[src/design/oas_pkg.sv]
// constants for the operand and address size selector
// assumes a single core clock and an axi4-lite register port
package oas_pkg;
   // register byte offsets
   localparam logic [7:0]  CTRL_OFS       = 8'h00;
   localparam logic [7:0]  STATUS_OFS     = 8'h04;
   // ctrl field positions
   localparam int          CTRL_CS_D_BIT  = 0;
   localparam int          CTRL_SS_B_BIT  = 1;
   localparam int          CTRL_MODE_LO   = 2;
   localparam int          CTRL_MODE_HI   = 3;
   localparam logic [31:0] CTRL_RESET     = 32'h0000_0000;
   localparam logic [31:0] CTRL_MASK      = 32'h0000_000F;
   // status field positions
   localparam int          ST_OP32_BIT    = 0;
   localparam int          ST_ADDR32_BIT  = 1;
   localparam int          ST_SP32_BIT    = 2;
   localparam int          ST_OFF32_BIT   = 3;
   localparam int          ST_SPHI_BIT    = 4;
   localparam int          ST_CNT_LO      = 8;
   localparam int          ST_CNT_HI      = 15;
   // execution modes
   localparam logic [1:0]  MODE_REAL      = 2'h0;
   localparam logic [1:0]  MODE_PROT      = 2'h1;
   localparam logic [1:0]  MODE_V86       = 2'h2;
   // prefix bytes
   localparam logic [7:0]  PFX_OPSIZE     = 8'h66;
   localparam logic [7:0]  PFX_ADSIZE     = 8'h67;
   // instruction kinds
   localparam logic [2:0]  KIND_PLAIN     = 3'h0;
   localparam logic [2:0]  KIND_PTR_JUMP  = 3'h1;
   localparam logic [2:0]  KIND_PTR_CALL  = 3'h2;
   localparam logic [2:0]  KIND_PTR_RET   = 3'h3;
   localparam logic [2:0]  KIND_GATE_CALL = 3'h4;
   localparam logic [2:0]  KIND_INT_GATE  = 3'h5;
   // offset limits
   localparam logic [31:0] LIMIT_WIDE     = 32'hFFFF_FFFF;
   localparam logic [31:0] LIMIT_NARROW   = 32'h0000_FFFF;
   localparam logic [15:0] HALF_ZERO      = 16'h0000;
   // axi responses
   localparam logic [1:0]  RESP_OKAY      = 2'h0;
   localparam logic [1:0]  RESP_SLVERR    = 2'h2;
   // reset synchroniser states
   typedef enum logic [1:0] {
      RST_HELD = 2'b01,
      RST_RUN  = 2'b10
   } oas_rst_t;
endpackage

[src/design/oas_top.sv]
// operand size, address size and stack width selector
// assumes prefix and instruction strobes from core-clock logic,
// axi4-lite master on the same clock
// Operation
// - segment flag set gives 32, clear 16
// - real and v86 modes default to 16
// - operand prefix flips the operand size, except on gates
// - address prefix flips the address size
// - override lasts for one instruction only
// - prefixes honoured in every mode
// - both prefixes act independently
// - stack flag picks implicit stack pointer width, except on gates
// - stack flag picks expand-down upper limit
// - explicit stack accesses use address size
// - gate type sets operand and stack size
// - pointer offset sized by operand size
// - narrow far call pushes narrow pointers
// - wide far call pushes wide pointers
// - return pops at its operand size
// - narrow transfer cannot pass FFFFH
// - narrow gate call may lose upper bits
// - narrow gate carries only 16-bit offset
`timescale 1ns/10ps
module oas_top
   import oas_pkg::*;
#(
   parameter int ADDR_W = 8
) (
   input  wire logic              core_clk,
   input  wire logic              rst_n,
   input  wire logic              pfx_valid,
   input  wire logic [7:0]        pfx_byte,
   input  wire logic              insn_valid,
   input  wire logic [2:0]        insn_kind,
   input  wire logic              gate_32,
   input  wire logic              inter_priv,
   input  wire logic              explicit_stack,
   input  wire logic [31:0]       target_off,
   output logic                   res_valid_q,
   output logic                   op_32_q,
   output logic                   addr_32_q,
   output logic                   stk_ptr_32_q,
   output logic                   stk_addr_32_q,
   output logic [31:0]            edown_limit_q,
   output logic                   push_ip_wide_q,
   output logic                   push_sp_q,
   output logic                   pop_wide_q,
   output logic                   pop_sp_q,
   output logic                   off_32_q,
   output logic [31:0]            tgt_off_q,
   output logic                   sp_hi_unrel_q,
   input  wire logic [ADDR_W-1:0] s_axi_awaddr,
   input  wire logic              s_axi_awvalid,
   output logic                   s_axi_awready,
   input  wire logic [31:0]       s_axi_wdata,
   input  wire logic [3:0]        s_axi_wstrb,
   input  wire logic              s_axi_wvalid,
   output logic                   s_axi_wready,
   output logic [1:0]             s_axi_bresp,
   output logic                   s_axi_bvalid,
   input  wire logic              s_axi_bready,
   input  wire logic [ADDR_W-1:0] s_axi_araddr,
   input  wire logic              s_axi_arvalid,
   output logic                   s_axi_arready,
   output logic [31:0]            s_axi_rdata,
   output logic [1:0]             s_axi_rresp,
   output logic                   s_axi_rvalid,
   input  wire logic              s_axi_rready
);

   logic              rst_meta_q;
   oas_rst_t          rst_state_q;
   logic              rst_sync_n;
   logic [31:0]       ctrl_q;
   logic [31:0]       status_q;
   logic [7:0]        dec_cnt_q;
   logic              opv_seen_q;
   logic              adr_seen_q;
   logic              aw_held_q;
   logic              w_held_q;
   logic [ADDR_W-1:0] aw_addr_q;
   logic [31:0]       w_data_q;
   logic [3:0]        w_strb_q;
   logic              cs_d;
   logic              ss_b;
   logic [1:0]        mode;
   logic              def_32;
   logic              is_gate;
   logic              op_32_d;
   logic              addr_32_d;
   logic              sp_32_d;
   logic              off_32_d;
   logic [31:0]       tgt_off_d;
   logic              pfx_op;
   logic              pfx_ad;

   // reset release through two flops
   always_ff @(posedge core_clk or negedge rst_n) begin
      if (!rst_n) begin
         rst_meta_q  <= 1'b0;
         rst_state_q <= RST_HELD;
      end else begin
         rst_meta_q  <= 1'b1;
         rst_state_q <= rst_meta_q ? RST_RUN : RST_HELD;
      end
   end
   assign rst_sync_n = (rst_state_q == RST_RUN);

   assign cs_d   = ctrl_q[CTRL_CS_D_BIT];
   assign ss_b   = ctrl_q[CTRL_SS_B_BIT];
   assign mode   = ctrl_q[CTRL_MODE_HI:CTRL_MODE_LO];
   assign pfx_op = pfx_valid && (pfx_byte == PFX_OPSIZE);
   assign pfx_ad = pfx_valid && (pfx_byte == PFX_ADSIZE);
   assign is_gate = (insn_kind == KIND_GATE_CALL) || (insn_kind == KIND_INT_GATE);

   assign def_32 = (mode == MODE_PROT) && cs_d;

   // each override flips its own size, except the operand override on gates
   assign op_32_d   = is_gate ? gate_32 : (def_32 ^ opv_seen_q);
   assign addr_32_d = def_32 ^ adr_seen_q;
   // implicit stack width from stack flag, or gate type on gates
   assign sp_32_d   = is_gate ? gate_32 : ss_b;
   assign off_32_d  = op_32_d;
   // narrow offset cut to 16 bits
   assign tgt_off_d = off_32_d ? target_off : {HALF_ZERO, target_off[15:0]};

   // repeated prefix just keeps flag set
   always_ff @(posedge core_clk or negedge rst_sync_n) begin
      if (!rst_sync_n) begin
         opv_seen_q <= 1'b0;
         adr_seen_q <= 1'b0;
      end else begin
         if (pfx_op) begin
            opv_seen_q <= 1'b1;
         end else if (insn_valid) begin
            opv_seen_q <= 1'b0;
         end
         if (pfx_ad) begin
            adr_seen_q <= 1'b1;
         end else if (insn_valid) begin
            adr_seen_q <= 1'b0;
         end
      end
   end

   // per-instruction results
   always_ff @(posedge core_clk or negedge rst_sync_n) begin
      if (!rst_sync_n) begin
         res_valid_q    <= 1'b0;
         op_32_q        <= 1'b0;
         addr_32_q      <= 1'b0;
         stk_ptr_32_q   <= 1'b0;
         stk_addr_32_q  <= 1'b0;
         edown_limit_q  <= LIMIT_NARROW;
         push_ip_wide_q <= 1'b0;
         push_sp_q      <= 1'b0;
         pop_wide_q     <= 1'b0;
         pop_sp_q       <= 1'b0;
         off_32_q       <= 1'b0;
         tgt_off_q      <= 32'h0000_0000;
         sp_hi_unrel_q  <= 1'b0;
      end else begin
         res_valid_q <= insn_valid;
         if (insn_valid) begin
            op_32_q       <= op_32_d;
            addr_32_q     <= addr_32_d;
            stk_ptr_32_q  <= sp_32_d;
            stk_addr_32_q <= explicit_stack ? addr_32_d : sp_32_d;
            edown_limit_q <= ss_b ? LIMIT_WIDE : LIMIT_NARROW;
            push_ip_wide_q <= op_32_d;
            push_sp_q      <= inter_priv && ((insn_kind == KIND_PTR_CALL) || is_gate);
            pop_wide_q     <= op_32_d;
            pop_sp_q       <= inter_priv && (insn_kind == KIND_PTR_RET);
            off_32_q       <= off_32_d;
            tgt_off_q      <= tgt_off_d;
            // wide caller, narrow gate, no stack switch
            sp_hi_unrel_q  <= (insn_kind == KIND_GATE_CALL) && !gate_32 &&
                              !inter_priv && def_32;
         end
      end
   end

   // status register and decode count
   always_ff @(posedge core_clk or negedge rst_sync_n) begin
      if (!rst_sync_n) begin
         status_q  <= 32'h0000_0000;
         dec_cnt_q <= 8'h00;
      end else if (res_valid_q) begin
         dec_cnt_q                     <= dec_cnt_q + 8'h01;
         status_q                      <= 32'h0000_0000;
         status_q[ST_OP32_BIT]         <= op_32_q;
         status_q[ST_ADDR32_BIT]       <= addr_32_q;
         status_q[ST_SP32_BIT]         <= stk_ptr_32_q;
         status_q[ST_OFF32_BIT]        <= off_32_q;
         status_q[ST_SPHI_BIT]         <= sp_hi_unrel_q;
         status_q[ST_CNT_HI:ST_CNT_LO] <= dec_cnt_q + 8'h01;
      end
   end

   // axi write channel
   always_ff @(posedge core_clk or negedge rst_sync_n) begin
      if (!rst_sync_n) begin
         aw_held_q     <= 1'b0;
         w_held_q      <= 1'b0;
         aw_addr_q     <= '0;
         w_data_q      <= 32'h0000_0000;
         w_strb_q      <= 4'h0;
         s_axi_awready <= 1'b1;
         s_axi_wready  <= 1'b1;
         s_axi_bvalid  <= 1'b0;
         s_axi_bresp   <= RESP_OKAY;
         ctrl_q        <= CTRL_RESET;
      end else begin
         if (s_axi_awvalid && s_axi_awready) begin
            aw_held_q     <= 1'b1;
            aw_addr_q     <= s_axi_awaddr;
            s_axi_awready <= 1'b0;
         end
         if (s_axi_wvalid && s_axi_wready) begin
            w_held_q     <= 1'b1;
            w_data_q     <= s_axi_wdata;
            w_strb_q     <= s_axi_wstrb;
            s_axi_wready <= 1'b0;
         end
         if (aw_held_q && w_held_q && !s_axi_bvalid) begin
            s_axi_bvalid <= 1'b1;
            if (aw_addr_q[7:0] == CTRL_OFS) begin
               s_axi_bresp <= RESP_OKAY;
               if (w_strb_q[0]) begin
                  ctrl_q <= w_data_q & CTRL_MASK;
               end
            end else if (aw_addr_q[7:0] == STATUS_OFS) begin
               s_axi_bresp <= RESP_OKAY;
            end else begin
               s_axi_bresp <= RESP_SLVERR;
            end
         end
         if (s_axi_bvalid && s_axi_bready) begin
            s_axi_bvalid  <= 1'b0;
            aw_held_q     <= 1'b0;
            w_held_q      <= 1'b0;
            s_axi_awready <= 1'b1;
            s_axi_wready  <= 1'b1;
         end
      end
   end

   // axi read channel
   always_ff @(posedge core_clk or negedge rst_sync_n) begin
      if (!rst_sync_n) begin
         s_axi_arready <= 1'b1;
         s_axi_rvalid  <= 1'b0;
         s_axi_rdata   <= 32'h0000_0000;
         s_axi_rresp   <= RESP_OKAY;
      end else begin
         if (s_axi_arvalid && s_axi_arready) begin
            s_axi_arready <= 1'b0;
            s_axi_rvalid  <= 1'b1;
            if (s_axi_araddr[7:0] == CTRL_OFS) begin
               s_axi_rdata <= ctrl_q;
               s_axi_rresp <= RESP_OKAY;
            end else if (s_axi_araddr[7:0] == STATUS_OFS) begin
               s_axi_rdata <= status_q;
               s_axi_rresp <= RESP_OKAY;
            end else begin
               s_axi_rdata <= 32'h0000_0000;
               s_axi_rresp <= RESP_SLVERR;
            end
         end else if (s_axi_rvalid && s_axi_rready) begin
            s_axi_rvalid  <= 1'b0;
            s_axi_arready <= 1'b1;
         end
      end
   end
endmodule // oas_top

[config.mk]
export PLATFORM = sky130hd
export DESIGN_NAME = oas_top
export DESIGN_NICKNAME = d
export VERILOG_FILES = /design/src/design/oas_pkg.sv /design/src/design/oas_top.sv
export SDC_FILE = /design/constraint.sdc
export NUM_CORES = 1
export LEC_CHECK = 0
export BUFFER_PORTS_ARGS = -buffer_cell sky130_fd_sc_hd__buf_2
export CAP_MARGIN = 20
export CORE_ASPECT_RATIO = 1.5
export CORE_MARGIN = 2
export CORE_UTILIZATION = 40
export DETAILED_ROUTE_END_ITERATION = 8
export PLACE_DENSITY = 0.7
export SLEW_MARGIN = 20
export SYNTH_ARGS = -nofsm -noshare
export SYNTH_HDL_FRONTEND = slang
export SYNTH_SLANG_ARGS = --single-unit
[constraint.sdc]
create_clock -name core_clk -period 17.9 [get_ports core_clk]
set_input_delay 3.58 -clock core_clk [delete_from_list [all_inputs] [get_ports core_clk]]
set_output_delay 3.58 -clock core_clk [all_outputs]
set_load 0.01 [all_outputs]
Word level (Yosys, flattened, before mapping)
Index checks and enable logic that the tools add are counted.

Input bits: 107. Bits in registers: 158. Word-level logic and storage cells: 101. Output and inout port bits: 116.

Reductions and logical operators: 29. Add/sub/neg operators: 1. Multiplexer cells: 29. Equal/unequal tests: 10. Bitwise gates (word level): 2.

Operators by type and width (count): 32-bit 2-to-1 mux (3); 1-bit 2-to-1 mux (20); 8-bit by 3-bit == test with 1-bit output (second input constant) (2); 8-bit by 7-bit == test with 1-bit output (second input constant) (2); 8-bit logical NOT (2); 16-bit 2-to-1 mux (1); 1-bit logical AND (15); 2-bit nonzero test (6); 2-bit 2-to-1 mux (5); 8-bit by 1-bit adder with 8-bit output (second input constant) (1); 3-bit by 2-bit == test with 1-bit output (second input constant) (2); 3-bit == test (second input constant) (2); 1-bit logical NOT (3); 3-bit AND reduction (1); 2-bit by 1-bit == test with 1-bit output (second input constant) (1); 2-bit == test (second input constant) (1); 1-bit logical OR (2); 1-bit XOR (2).

Logic depth before layout (Yosys ltp)
Depth after elaboration: 5. Gate-level depth with buffers: 5. Depth with buffers taken out: 4.

Least setup slack after synthesis
Ideal clock, no wire load.

Kind: input port to flip-flop. Start: in insn_valid. End: reg tgt_off_q[10]. Buffers on the path: 2. Required time: 17775 ps. Setup time: 125 ps. Slack: 13276 ps. Arrival time: 4499 ps. Stages on the path: 3. Cell sequence: clkbuf_1 -> clkbuf_1 -> mux2_2.

RTL lines: start: declaration (RTL line oas_top.sv:33) `input wire logic insn_valid,`; end signal: assignment (RTL line oas_top.sv:175) `tgt_off_q <= tgt_off_d;`; end: declaration (RTL line oas_top.sv:50) `output logic [31:0] tgt_off_q,`.

No word-level cell between the ends.

Worst setup path after layout
Start: in insn_valid. End: reg stk_addr_32_q.

RTL lines: end signal: assignment (RTL line oas_top.sv:168) `stk_addr_32_q <= explicit_stack ? addr_32_d : sp_32_d;`; end: declaration (RTL line oas_top.sv:43) `output logic stk_addr_32_q,`.

No word-level cell between the ends.

==> results.py <==
metrics = {
    "pwr": {
        "swShare_pct": 27.5,
        "peakVddDrop_mv": 0.0707,
        "p_sw_mw": 0.159,
        "p_int_mw": 0.420,
        "pwr-share-comb_pct": 18.0,
        "seq_power_share_pct": 50.2,
        "p_per_area_nw_per_um2": 111,
        "leakagePower_nw": 2.69,
        "clkPwrFrac_pct": 31.8,
        "total_power_mw": 0.579,
    },
    "clocking": {
        "clk_latency_ns": 0.33,
        "h-tree-depth": 3,
        "post_cts_buffers": 0,
        "cts_root_buf": "clkbuf_16",
        "ctsHoldBuffers": 0,
        "cts_tree": "done",
        "path_clk_slew_ns": 0.06,
        "numCtsBuffers": 9,
        "cts_sinks": 97,
        "post_cts_resized": 0,
        "clockBufferDepth": 2,
    },
    "synthesis": {
        "synth_ff_type": "dfrtp_1",
        "yosysTopAreaCell": "dfrtp_1",
        "yosysMostFrequentCell": "dfrtp_1",
        "ys_top_cells_by_area": "dfrtp_1 55%, buf_4 9.7%, mux2_2 9.5%",
        "async_reset_ff_share_pct": 100,
        "ys_seq_elements": 97,
        "yosys_warnings": 0,
        "synth_cell_types": 37,
        "synth.top_cell.area_share_pct": 54.5,
        "avgSynthCellArea_sq_um": 11.8,
        "yosysSeqAreaShare_pct": 57.0,
        "synth_cells": 361,
        "netlist_area_sq_um": 4270,
        "ys_top_cells_by_count": "93 x dfrtp_1, 55 x buf_4, 53 x nand2_1",
        "synth_edf_count": 0,
    },
    "global_routing": {
        "grt_max_degree": 68,
        "grtUsageMet2_pct": 26.5,
        "grt_pass1_wl_um": 13500,
        "use_met1_pct": 17.4,
        "grt.busiest_layer": "met2",
        "grt_usage_pct": 15.1,
        "overflow": 0,
        "grt_util_met3_pct": 3.58,
        "first_global_vias": 2870,
        "antenna_found_initial": 0,
    },
    "die": {
        "fp.dieW_um": 88.3,
        "die_area_sq_um": 11500,
        "core_sq_um": 10500,
        "die_h_um": 131,
        "num_rows": 46,
        "start_util_pct": 40.7,
        "ios": 223,
    },
    "placement": {
        "pre_cts_ws_ns": 12.42,
        "io_buffers": 154,
        "gp_congestion": 0.735,
        "dp_cells": 628,
        "dp.final_hpwl_um": 6330,
    },
    "final_layout": {
        "syn2layout_area_growth_pct": 21.9,
        "stdcell_count": 644,
        "drive_gt1_share_pct": 43.8,
        "fillers": 1011,
        "n_antenna_cell": 0,
        "finalNetCount": 603,
    },
    "timing": {
        "drv_slew": 0,
        "finalSetupTns_ns": 0,
        "fin_crit_sh_pct": 28.5,
        "whs_ns": 0.380,
        "hold_viol": 0,
        "setup_slack_ns": 12.80,
        "finalSetupViolations": 0,
        "clock_skew_ns": 0.00796,
        "tightest_slew_ns": 0.912,
        "rsz0062_at_grt": "false",
        "relSlewSlack_pct": 39.2,
        "max_freq_ghz": 0.196,
        "final.min_clock_period_ns": 5.10,
    },
    "setup_path": {
        "cp-end-kind": "flip-flop",
        "cp_slowest_stage_delay_ns": 0.69,
        "worstPathRequired_ns": 18.11,
        "critPathArrivalTime_ns": 5.31,
        "crit_family": "buffers and inverters",
        "start_kind": "input port",
        "critPathKind": "input port to flip-flop",
        "path_cells": "buf_2 -> inv_1 -> o311ai_0",
        "slowest_stage": "buf_2",
        "worstPathBufferInverterCount": 2,
        "crit_fanout": 44,
    },
    "route": {
        "vias": 2954,
        "drtPass1Iterations": 4,
        "drc": 0,
        "wl_per_cell_um": 13.2,
        "final_antenna_net_count": 0,
        "drt-total-wl_um": 8510,
        "routed_via_density": 4.59,
        "initialDrtViolationCount": 76,
    },
    "job": {
        "drv_cap": 0,
    },
    "outcome": {
        "status": "finished, final reports clean",
    },
    "hold_path": {
        "hold_path.class": "flip-flop to flip-flop",
    },
}
==> through the flow <==
stage          cell area (sq um)  utilization (%)
6_report                    5200             49.7
5_1_grt                     5200             49.7
4_1_cts                     5200             49.7
3_5_place_dp                4910             46.9
3_3_place_gp                4910             46.8
2_1_floorplan               4400                -
==> worst register-to-register path: stages (launching register included) <==
cell	delay [ns]
dfstp_2	0.37
nor2b_4	0.60
buf_4	0.76
==> power groups by stage <==
stage                     Combinational [mW]  Clock [mW]  Sequential [mW]
after floorplan                       0.0757           0            0.295
after global placement                 0.102           0            0.293
after detailed placement               0.106           0            0.295
after CTS                              0.107       0.192            0.292
after global routing                   0.118       0.201            0.297
final                                  0.104       0.184            0.291
==> cell usage in the layout, fill, tap and decap left out, types with 2 or more instances in the layout <==
cell	count
mux2_2	36
inv_1	8
nor2b_1	3
o2bb2ai_1	17
a21oi_1	5
xnor2_1	6
mux2_4	4
clkbuf_16	9
buf_2	154
o31ai_1	4
nand2_1	53
clkbuf_8	3
o21ai_0	18
dfstp_2	4
nor2_1	6
and2_1	2
mux2i_1	6
conb_1	38
xor2_1	3
nand3_1	2
nand3b_1	2
dfrtp_1	93
nand4_1	3
nor4_1	2
==> cell families after synthesis <==
family / Yosys count / synth area share (%)
multiplexers: 46 / 12.3
AND/OR/NAND/NOR: 82 / 9.21
XOR/XNOR: 9 / 1.85
other: 2 / 0.176
buffers and inverters: 76 / 11.6
adder cells (fa/ha/maj): 1 / 0.293
flip-flops: 97 / 57.0
AO/OA/AOI/OAI: 48 / 7.62
==> path summary, 6_finish.rpt <==
kind | start | end | slack (ns) | cells after the start
max in group asynchronous | rst_n | rst_state_q[0] | 14.68 | 1
min in group asynchronous | rst_state_q[1] | aw_addr_q[3] | 0.44 | 1
min | rst_meta_q | rst_state_q[0] | 0.38 | 1
min reg2reg | rst_meta_q | rst_state_q[0] | 0.38 | 1
max | insn_valid | stk_addr_32_q | 12.80 | 3
max reg2reg | rst_state_q[0] | tgt_off_q[6] | 16.11 | 2
==> flip-flops by register name, indices dropped and copies added (netlist names), 2 cells and up <==
register	cells
w_data_q	4
ctrl_q	4
tgt_off_q	32
dec_cnt_q	8
aw_addr_q	8
s_axi_rdata	13
status_q	4
rst_state_q	2
==> cell type report <==
class	instances	area, sq um	share of cell area, %
Tap cell	144	180	3.46
Sequential cell	97	2430	46.8
Timing Repair Buffer	155	778	15.0
Multi-Input combinational cell	224	1490	28.6
Inverter	8	30.0	0.577
Clock buffer	13	270	5.19
Clock inverter	3	22.5	0.433
==> per-layer routing <==
metal,vias to the layer above,wire (um)
met1,1428,3400
met2,116,4410
li1,1398,-
met3,12,539
met4,0,157
met5,-,0
(Power assumes the default switching activity.)
